**src/verilog/gauge_cmd_pkg.sv**
```systemverilog
// constants, command codes and status layout of the gauge command and status block
// assumes a 16-bit serial word, command code in the top three bits
package gauge_cmd_pkg;

  // ***************************************************************
  // serial word
  // ***************************************************************
  localparam int WORD_W = 16;
  localparam int BIT_CNT_W = 5;
  localparam int CODE_HI = 15;
  localparam int CODE_LO = 13;

  typedef enum logic [2:0] {
    CMD_ENABLE_CONFIG = 3'h0,
    CMD_VELOCITY = 3'h1,
    CMD_GAUGE0_POS = 3'h2,
    CMD_GAUGE1_POS = 3'h3,
    CMD_ZERO_RETURN = 3'h4,
    CMD_ZERO_RETURN_CONFIG = 3'h5
  } command_t;

  // ***************************************************************
  // command fields
  // ***************************************************************
  localparam int NULL_POLL_BIT = 12;
  localparam int ENABLE_G0_BIT = 0;
  localparam int ENABLE_G1_BIT = 1;
  localparam int ZR_CFG_W = 13;
  localparam int ZR_GAUGE_SELECT_BIT = 0;
  localparam int ZR_START_CANCEL_BIT = 1;
  localparam int ZR_VIEW_LO = 2;
  localparam int ZR_VIEW_HI = 3;
  localparam int VEL_G0_BIT = 8;
  localparam int VEL_G1_BIT = 9;

  // ***************************************************************
  // status word
  // ***************************************************************
  localparam int ST_OVERTEMP0 = 0;
  localparam int ST_OVERTEMP1 = 1;
  localparam int ST_RETURN_BUSY0 = 2;
  localparam int ST_RETURN_BUSY1 = 3;
  localparam int ST_MOVED0 = 4;
  localparam int ST_MOVED1 = 5;
  localparam int ST_SUPPLY = 6;
  localparam int ST_ACC_LO = 8;
  localparam int ACC_BYTE_W = 8;
  localparam int ACC_VIEWS = 4;

  // ***************************************************************
  // interrupt registers
  // ***************************************************************
  localparam int IRQ_W = 5;
  localparam int IRQ_FRAME = 0;
  localparam int IRQ_DONE0 = 1;
  localparam int IRQ_DONE1 = 2;
  localparam int IRQ_SUPPLY = 3;
  localparam int IRQ_OVERTEMP = 4;
  localparam int REG_ADDR_W = 2;
  localparam int REG_DATA_W = 8;
  localparam logic [REG_ADDR_W-1:0] REG_IRQ_STATUS = 2'h0;
  localparam logic [REG_ADDR_W-1:0] REG_IRQ_ENABLE = 2'h1;
  localparam logic [REG_ADDR_W-1:0] REG_IRQ_CLEAR = 2'h2;

  // ***************************************************************
  // synchroniser reset values
  // ***************************************************************
  // link order {cs_n, sclk, mosi}: chip select idles high
  localparam int LINK_SYNC_W = 3;
  localparam logic [LINK_SYNC_W-1:0] LINK_SYNC_RESET = 3'h4;
  // pin order {reset_pin_n, supply_bad, overtemp1, overtemp0}
  localparam int PIN_SYNC_W = 4;
  localparam logic [PIN_SYNC_W-1:0] PIN_SYNC_RESET = 4'h0;

endpackage : gauge_cmd_pkg

```
**src/verilog/gauge_command_status.sv**
```systemverilog
// serial command interpreter and status return of a dual gauge driver
// assumes the serial clock and pins are asynchronous and slow against clk_i;
// step and done pulses come from motion logic on clk_i
`timescale 1ns/100ps

// Overview of operation
// - enable/config word with null bit set only polls status, changes nothing
// - status bits 4 and 5 flag a microstep since last status return
// - zero-return command: bit 0 picks gauge, bit 1 starts or cancels
// - zero-return bits 3:2 pick accumulator byte shown on status 15:8
// - status bit 2 high while gauge 0 returns to zero
// - status bit 3 high while gauge 1 returns to zero
// - velocity command: bits 8,9 pick gauges, bits 7:0 table index
// - gauge 0 position command loads twelve-bit target
// - gauge 1 position command loads twelve-bit target
// - status bit 6 shows motor supply out of range
// - status bits 0 and 1 flag overtemperature of each gauge
// - reset pin low restores defaults except the interrupt registers and holds sleep
module gauge_command_status
  import gauge_cmd_pkg::*;
#(
  parameter int POS_W = 12,
  parameter int VEL_W = 8,
  parameter int ACC_W = 32
) (
  input wire logic clk_i,
  input wire logic arst_n_i,
  input wire logic ce_i,
  input wire logic cs_n_i,
  input wire logic sclk_i,
  input wire logic mosi_i,
  output logic miso_o,
  output logic miso_oe_o,
  input wire logic reset_pin_n_i,
  output logic sleep_o,
  input wire logic [1:0] microstep_i,
  input wire logic [1:0] zero_done_i,
  input wire logic [ACC_W-1:0] zero_accum_i,
  input wire logic [1:0] overtemp_i,
  input wire logic supply_bad_i,
  output logic [1:0] gauge_enable_o,
  output logic [ZR_CFG_W-1:0] zero_return_config_o,
  output logic [1:0] zero_start_o,
  output logic [1:0] zero_cancel_o,
  output logic [VEL_W-1:0] velocity_index0_o,
  output logic [VEL_W-1:0] velocity_index1_o,
  output logic [POS_W-1:0] target0_o,
  output logic [POS_W-1:0] target1_o,
  output logic [1:0] target_load_o,
  input wire logic [gauge_cmd_pkg::REG_ADDR_W-1:0] reg_addr_i,
  input wire logic [gauge_cmd_pkg::REG_DATA_W-1:0] reg_wdata_i,
  input wire logic reg_wr_i,
  input wire logic reg_rd_i,
  output logic [gauge_cmd_pkg::REG_DATA_W-1:0] reg_rdata_o,
  output logic irq_o
);

  import gauge_cmd_pkg::*;

  // ***************************************************************
  // parameter checks
  // ***************************************************************
  // field widths are fixed by the serial word layout
  if (POS_W != 12 || VEL_W != 8) begin : g_bad_width
    $error("gauge_command_status: POS_W must be 12 and VEL_W 8");
  end
  if (ACC_W != ACC_VIEWS * ACC_BYTE_W) begin : g_bad_acc
    $error("gauge_command_status: ACC_W must hold exactly four status bytes");
  end

  // ***************************************************************
  // state
  // ***************************************************************
  typedef struct packed {
    logic sclk_q;
    logic cs_q;
    logic [BIT_CNT_W-1:0] bit_cnt;
    logic [WORD_W-1:0] rx;
    logic [WORD_W-1:0] tx;
    logic miso;
    logic miso_oe;
    logic sleep;
    logic [1:0] gauge_en;
    logic [ZR_CFG_W-1:0] zr_cfg;
    logic [1:0] view_sel;
    logic [VEL_W-1:0] vel0;
    logic [VEL_W-1:0] vel1;
    logic [POS_W-1:0] tgt0;
    logic [POS_W-1:0] tgt1;
    logic [1:0] tgt_load;
    logic [1:0] zr_start;
    logic [1:0] zr_cancel;
    logic [1:0] busy;
    logic [1:0] moved;
    logic [1:0] ot_prev;
    logic supply_prev;
    logic [IRQ_W-1:0] irq_stat;
    logic [IRQ_W-1:0] irq_en;
    logic irq;
    logic [REG_DATA_W-1:0] rdata;
  } state_t;

  localparam state_t STATE_RESET = '{cs_q: 1'b1, sleep: 1'b1, default: '0};

  state_t st;
  state_t next_st;

  // ***************************************************************
  // input synchronisers
  // ***************************************************************
  logic [LINK_SYNC_W-1:0] link_s;
  logic [PIN_SYNC_W-1:0] pin_s;
  logic cs_s;
  logic sclk_s;
  logic mosi_s;
  logic pin_rst_n;
  logic supply_s;
  logic [1:0] ot_s;

  gauge_sync #(
    .WIDTH(LINK_SYNC_W),
    .RESET_VAL(LINK_SYNC_RESET)
  ) u_link_sync (
    .clk_i(clk_i),
    .arst_n_i(arst_n_i),
    .ce_i(ce_i),
    .d_i({cs_n_i, sclk_i, mosi_i}),
    .q_o(link_s)
  );

  gauge_sync #(
    .WIDTH(PIN_SYNC_W),
    .RESET_VAL(PIN_SYNC_RESET)
  ) u_pin_sync (
    .clk_i(clk_i),
    .arst_n_i(arst_n_i),
    .ce_i(ce_i),
    .d_i({reset_pin_n_i, supply_bad_i, overtemp_i}),
    .q_o(pin_s)
  );

  assign {cs_s, sclk_s, mosi_s} = link_s;
  assign {pin_rst_n, supply_s, ot_s} = pin_s;

  // ***************************************************************
  // link edges and status word
  // ***************************************************************
  logic cs_fall;
  logic cs_rise;
  logic sclk_rise;
  logic sclk_fall;
  logic word_done;
  logic [ACC_BYTE_W-1:0] acc_byte;
  logic [WORD_W-1:0] status_word;
  logic [2:0] code;

  assign cs_fall = st.cs_q && !cs_s;
  assign cs_rise = !st.cs_q && cs_s;
  assign sclk_rise = !cs_s && !st.sclk_q && sclk_s;
  assign sclk_fall = !cs_s && st.sclk_q && !sclk_s;
  assign word_done = cs_rise && (st.bit_cnt == BIT_CNT_W'(WORD_W));
  assign code = st.rx[CODE_HI:CODE_LO];
  assign acc_byte = zero_accum_i[st.view_sel * ACC_BYTE_W +: ACC_BYTE_W];

  always_comb begin
    status_word = '0;
    status_word[ST_OVERTEMP0] = ot_s[0];
    status_word[ST_OVERTEMP1] = ot_s[1];
    status_word[ST_RETURN_BUSY0] = st.busy[0];
    status_word[ST_RETURN_BUSY1] = st.busy[1];
    status_word[ST_MOVED0] = st.moved[0];
    status_word[ST_MOVED1] = st.moved[1];
    status_word[ST_SUPPLY] = supply_s;
    status_word[ST_ACC_LO +: ACC_BYTE_W] = acc_byte;
  end

  // ***************************************************************
  // next state
  // ***************************************************************
  always_comb begin
    state_t held;
    logic [IRQ_W-1:0] events;
    logic [IRQ_W-1:0] clr;
    logic [1:0] moved_clr;
    logic [1:0] start;
    logic [1:0] cancel;
    held = st;
    events = '0;
    clr = '0;
    moved_clr = '0;
    start = '0;
    cancel = '0;
    next_st = st;
    next_st.cs_q = cs_s;
    next_st.sclk_q = sclk_s;
    next_st.tgt_load = '0;
    next_st.zr_start = '0;
    next_st.zr_cancel = '0;
    next_st.miso_oe = !cs_s;
    next_st.sleep = 1'b0;

    // status loads at frame start, shifts on falling clock
    if (cs_fall) begin
      next_st.tx = status_word;
      next_st.miso = status_word[WORD_W-1];
      next_st.bit_cnt = '0;
      moved_clr = 2'b11;
    end else if (sclk_fall) begin
      next_st.tx = {st.tx[WORD_W-2:0], 1'b0};
      next_st.miso = st.tx[WORD_W-2];
    end
    if (cs_s) begin
      next_st.miso = 1'b0;
    end
    // command sampled on rising clock, msb first
    if (sclk_rise) begin
      next_st.rx = {st.rx[WORD_W-2:0], mosi_s};
      if (st.bit_cnt != '1) begin
        next_st.bit_cnt = st.bit_cnt + BIT_CNT_W'(1);
      end
    end

    // a short or long frame is dropped whole
    if (word_done) begin
      events[IRQ_FRAME] = 1'b1;
      unique case (code)
        CMD_ENABLE_CONFIG: begin
          if (!st.rx[NULL_POLL_BIT]) begin
            next_st.gauge_en = {st.rx[ENABLE_G1_BIT], st.rx[ENABLE_G0_BIT]};
          end
        end
        CMD_VELOCITY: begin
          if (st.rx[VEL_G0_BIT]) begin
            next_st.vel0 = st.rx[VEL_W-1:0];
          end
          if (st.rx[VEL_G1_BIT]) begin
            next_st.vel1 = st.rx[VEL_W-1:0];
          end
        end
        CMD_GAUGE0_POS: begin
          next_st.tgt0 = st.rx[POS_W-1:0];
          next_st.tgt_load[0] = 1'b1;
        end
        CMD_GAUGE1_POS: begin
          next_st.tgt1 = st.rx[POS_W-1:0];
          next_st.tgt_load[1] = 1'b1;
        end
        CMD_ZERO_RETURN: begin
          // gauge select and start or cancel
          if (st.rx[ZR_START_CANCEL_BIT]) begin
            start[st.rx[ZR_GAUGE_SELECT_BIT]] = 1'b1;
          end else begin
            cancel[st.rx[ZR_GAUGE_SELECT_BIT]] = 1'b1;
          end
          next_st.view_sel = st.rx[ZR_VIEW_HI:ZR_VIEW_LO];
        end
        CMD_ZERO_RETURN_CONFIG: begin
          next_st.zr_cfg = st.rx[ZR_CFG_W-1:0];
        end
        default: begin
        end
      endcase
    end
    next_st.zr_start = start;
    next_st.zr_cancel = cancel;

    // busy until done or cancel; a fresh start wins
    next_st.busy = (st.busy & ~zero_done_i & ~cancel) | start;
    // a step in the clearing cycle is kept
    next_st.moved = (st.moved & ~moved_clr) | microstep_i;

    // ***************************************************************
    // interrupt registers
    // ***************************************************************
    next_st.ot_prev = ot_s;
    next_st.supply_prev = supply_s;
    events[IRQ_DONE0] = zero_done_i[0] && st.busy[0];
    events[IRQ_DONE1] = zero_done_i[1] && st.busy[1];
    events[IRQ_SUPPLY] = supply_s && !st.supply_prev;
    events[IRQ_OVERTEMP] = |(ot_s & ~st.ot_prev);
    if (reg_wr_i && reg_addr_i == REG_IRQ_ENABLE) begin
      next_st.irq_en = reg_wdata_i[IRQ_W-1:0];
    end
    if (reg_wr_i && reg_addr_i == REG_IRQ_CLEAR) begin
      clr = reg_wdata_i[IRQ_W-1:0];
    end
    // set wins over a clear in the same cycle
    next_st.irq_stat = (st.irq_stat & ~clr) | events;
    next_st.rdata = '0;
    if (reg_rd_i) begin
      unique case (reg_addr_i)
        REG_IRQ_STATUS: next_st.rdata = REG_DATA_W'(st.irq_stat);
        REG_IRQ_ENABLE: next_st.rdata = REG_DATA_W'(st.irq_en);
        default: next_st.rdata = '0;
      endcase
    end
    next_st.irq = |(next_st.irq_stat & next_st.irq_en);

    // reset pin restores defaults, interrupt block keeps running
    if (!pin_rst_n) begin
      held = next_st;
      next_st = STATE_RESET;
      next_st.irq_stat = held.irq_stat;
      next_st.irq_en = held.irq_en;
      next_st.irq = held.irq;
      next_st.rdata = held.rdata;
      next_st.supply_prev = held.supply_prev;
      next_st.ot_prev = held.ot_prev;
    end
  end

  always_ff @(posedge clk_i or negedge arst_n_i) begin
    if (!arst_n_i) begin
      st <= STATE_RESET;
    end else if (ce_i) begin
      st <= next_st;
    end
  end

  // ***************************************************************
  // outputs
  // ***************************************************************
  assign miso_o = st.miso;
  assign miso_oe_o = st.miso_oe;
  assign sleep_o = st.sleep;
  assign gauge_enable_o = st.gauge_en;
  assign zero_return_config_o = st.zr_cfg;
  assign zero_start_o = st.zr_start;
  assign zero_cancel_o = st.zr_cancel;
  assign velocity_index0_o = st.vel0;
  assign velocity_index1_o = st.vel1;
  assign target0_o = st.tgt0;
  assign target1_o = st.tgt1;
  assign target_load_o = st.tgt_load;
  assign reg_rdata_o = st.rdata;
  assign irq_o = st.irq;

endmodule : gauge_command_status

```
**src/verilog/gauge_sync.sv**
```systemverilog
// two flip-flop synchroniser for a group of independent levels
// assumes each bit is a slow level; bits are not coherent with each other
`timescale 1ns/100ps
module gauge_sync #(
  parameter int WIDTH = 1,
  parameter logic [WIDTH-1:0] RESET_VAL = '0
) (
  input wire logic clk_i,
  input wire logic arst_n_i,
  input wire logic ce_i,
  input wire logic [WIDTH-1:0] d_i,
  output logic [WIDTH-1:0] q_o
);

  typedef struct packed {
    logic [WIDTH-1:0] first;
    logic [WIDTH-1:0] second;
  } sync_state_t;

  sync_state_t st;
  sync_state_t next_st;

  always_comb begin
    next_st = st;
    next_st.first = d_i;
    // first stage feeds only the second
    next_st.second = st.first;
  end

  always_ff @(posedge clk_i or negedge arst_n_i) begin
    if (!arst_n_i) begin
      st <= '{first: RESET_VAL, second: RESET_VAL};
    end else if (ce_i) begin
      st <= next_st;
    end
  end

  assign q_o = st.second;

endmodule : gauge_sync

```
**config.mk**
```make
export PLATFORM = sky130hd
export DESIGN_NAME = gauge_command_status
export DESIGN_NICKNAME = d
export VERILOG_FILES = /design/src/verilog/gauge_cmd_pkg.sv /design/src/verilog/gauge_command_status.sv /design/src/verilog/gauge_sync.sv
export SDC_FILE = /design/constraint.sdc
export NUM_CORES = 1
export LEC_CHECK = 0
export BUFFER_PORTS_ARGS = -buffer_cell sky130_fd_sc_hd__buf_2
export CAP_MARGIN = 40
export CORE_MARGIN = 8
export CORE_UTILIZATION = 50
export CTS_CLUSTER_DIAMETER = 150
export DETAILED_ROUTE_END_ITERATION = 16
export MAX_ROUTING_LAYER = met4
export PLACE_DENSITY = 0.76
export SLEW_MARGIN = 20
export SYNTH_ARGS = -nofsm -noshare
export SYNTH_HDL_FRONTEND = slang
export SYNTH_HIERARCHICAL = 1
export SYNTH_SLANG_ARGS = --single-unit
```
**constraint.sdc**
```tcl
create_clock -name clk_i -period 2.1 [get_ports clk_i]
set_clock_uncertainty 0.1 [all_clocks]
set_input_delay 0.21 -clock clk_i [delete_from_list [all_inputs] [get_ports clk_i]]
set_output_delay 0.21 -clock clk_i [all_outputs]
set_load 0.01 [all_outputs]
```
==> run_results.csv <==
group,metric,value,unit
worst_hold_path,holdPathEnd,"st[23]",
placement,portBuffers,124,
flow_run,cap_violations,0,
timing,whs,0.02609,ns
power_and_ir_drop,power.leakage,4.175,nW
timing,max_slew.worst_pin.slew,0.6013,ns
placement,post-place-cells,814,
outcome,status,"finished clean",
die,ios,131,
route,via_per_inst,5.741,
final_layout,stdcell_area,0.008280,mm2
setup_path,rrSetupSlack,0.06,ns
placement,dpl.hpwl,11470,um
placement,place_area,0.007435,mm2
logic_synthesis,syn_avg_cell_area,11.99,um2
logic_synthesis,yosys.area.top_type_share,48.87,%
clocking,clkLatencyLatePin,0.42,ns
clocking,ctsRootBufferMaster,"clkbuf_16",
die,initial_utilization,50.94,%
die,die_h,134.5,um
die,row_count,43,
die,die_w,134.5,um
logic_synthesis,synth_edf_count,0,
setup_path,worstSetupStartpointType,"flip-flop",
timing,slew_violations,0,
logic_synthesis,synthFlopType,"dfrtp_1",
logic_synthesis,synthArstFlopShare,100.0,%
clocking,cts_tree,"built",
final_layout,fin_util,60.12,%
global_routing,grt_pass1_vias,5185,
logic_synthesis,synthCells,585,
final_layout,layout.cells.most_common,"dfrtp_1",
final_layout,fillers,1113,
logic_synthesis,yosys_warnings,6,
final_layout,regArea,0.003533,mm2
placement,gp_congestion,0.8765,
global_routing,grt_max_degree,55,
clocking,clk_pin_slew,0.06,ns
final_layout,final_cell_mix,"dfrtp_1, buf_2, a22o_1",
die,coreArea,0.01377,mm2
global_routing,grt_pass1_wl,26480,um
logic_synthesis,syn_area,0.007015,mm2
setup_path,setup.worst_path.class,"reg -> reg",
setup_path,cp_max_fo,8,
die,die-area,0.01808,mm2
clocking,cts_sinks,141,
logic_synthesis,synth_cell_types,60,
clocking,cts_buffers,17,
global_routing,gr-usage-all-layers,18.76,%
timing,fmax,490.2,MHz
timing,timing.slew.headroom,59.91,%
clocking,cts_buffer_depth,2,
clocking,cts-htree-levels,4,
route,routed_wl,16370,um
worst_hold_path,hold_path.class,"in -> reg",
logic_synthesis,ys_ff_latch,141,
setup_path,worst_ep_required_time,2.35,ns
setup_path,r2r_cells,8,
worst_hold_path,min_path_cells,3,
logic_synthesis,yosys.area.top_type,"dfrtp_1",
timing,final_hold_viol_count,0,
global_routing,antenna_found_initial,0,
logic_synthesis,ys_seq_area_share,50.37,%
route,post_drt_wl_per_cell,18.99,um
route,vias,4949,
route,dr.pass1.iters,4,
logic_synthesis,synth_area_leaders,"dfrtp_1, a22o_1, buf_4",
timing,min_period,2.040,ns
worst_hold_path,min-delay-start,"microstep_i[1]",
setup_path,reg2reg_from,"st[125]",
global_routing,overflow,0,
setup_path,crit_arrival,2.29,ns
final_layout,drive_gt1_share,38.86,%
timing,rsz0062_at_grt,"no",
route,ant_nets,0,
final_layout,finalNonFillerCells,862,
setup_path,timing.rr.end,"velocity_index0_o[0]",
timing,finalCritPeriodShare,97.14,%
final_layout,nets,730,
route,drt_iter0_drc,393,
final_layout,antenna_cells,0,
power_and_ir_drop,cellPowerDensity,843.5,mW/mm2
final_layout,multi_input_area,0.002825,mm2
power_and_ir_drop,peakVddDrop,610.6,uV
setup_path,end_kind,"flip-flop",
route,drc,0,
power_and_ir_drop,power,6.985,mW
timing,setup_viol,0,
final_layout,area_delta_synth_final,18.03,%
## Yosys cell counts, drive strengths merged (4+ instances only)
cell type and n:
nor2b 5, mux2i 20, and4 13, clkbuf 21, dfrtp 137, nand2b 5
o22ai 5, buf 86, a21o 16, a22o 70, mux4 8, dfstp 4
o21ai 11, nand2 33, nor2 12, a21oi 10, nor3 8, a22oi 6
mux2 31, inv 14, o2bb2ai 16, nand3 7
## per-stage QoR
step	worst slack, ns	setup TNS, ns
after detailed placement	-0.06255	-0.6227
final	0.06003	0
after CTS	-0.01016	-0.03676
after global routing	0.004992	0
after floorplan	0.06821	0
after global placement	-0.07707	-0.5528
## cell type report
type	instances	area share, %
sequential	141	42.67
multi-input combinational	325	34.12
timing repair buffer	170	12.68
clock buffer	20	5.515
tap	180	2.720
clock inverter	12	1.662
inverter	14	0.6346
## worst max-delay path, cell delays in order (launching register included)
cell	delay, ns
dfrtp_1	0.42
inv_2	0.10
ha_4	0.15
nand2b_4	0.07
buf_6	0.13
or3_4	0.41
nor4b_4	0.29
buf_6	0.17
a22o_1	0.14
## per-layer routing
metal	up-vias	part of all wire (%)	track usage, %
met5	-	0	-
met1	2518	44	23.01
li1	2260	-	-
met2	149	49	30.29
met3	22	5.0	4.421
met4	0	1.6	5.739
## where the power goes
part	leakage [nW]	switching, mW	internal [mW]
Sequential	1.89	0.141	2.90
Combinational	2.00	0.512	0.444
Clock	0.287	1.17	1.82
Total	4.17	1.82	5.16
## registers in the layout (all words and copies together) (netlist names), 4 cells and up
| register | count |
|---|---|
| target1_o | 12 |
| velocity_index0_o | 8 |
| u_pin_sync/q_o | 4 |
| target0_o | 12 |
| reg_rdata_o | 5 |
| velocity_index1_o | 8 |
| zero_return_config_o | 13 |
| st | 54 |
| u_pin_sync/next_st | 4 |
## repair_timing
| item | in CTS | in global routing |
|---|---|---|
| gates cloned | 0 | 0 |
| gates resized for setup | 4 | 19 |
| endpoints found under the hold margin | 66 | 0 |
| hold buffers | 14 | 0 |
| buffers inserted | 1 | 1 |
| endpoints found under the setup margin | 33 | 66 |
| pin swaps | 0 | 4 |
## cells by family (layout without fill, tap and decap cells)
group,count (synthesis),in the layout,synth area share [%]
buffers and inverters,121,216,10.74
other,1,3,0.05345
adders and majority gates,3,3,0.5351
DFF,141,141,50.37
AOI/OAI and AO/OA,146,146,16.94
and+or+nand+nor,114,114,10.22
muxes,59,59,11.15
## how the worst max path moves through the flow
stage                                   from                    to  slack [ns]
final                                st[125]  velocity_index0_o[0]        0.06
after global routing                 st[125]  velocity_index0_o[0]       0.005
after CTS                            st[125]          target1_o[9]       -0.01
after detailed placement  u_link_sync/q_o[2]  velocity_index1_o[1]       -0.06
after global placement    u_link_sync/q_o[2]          target1_o[0]       -0.08
after floorplan                      st[124]               st[127]        0.07
(Power assumes the default switching activity.)
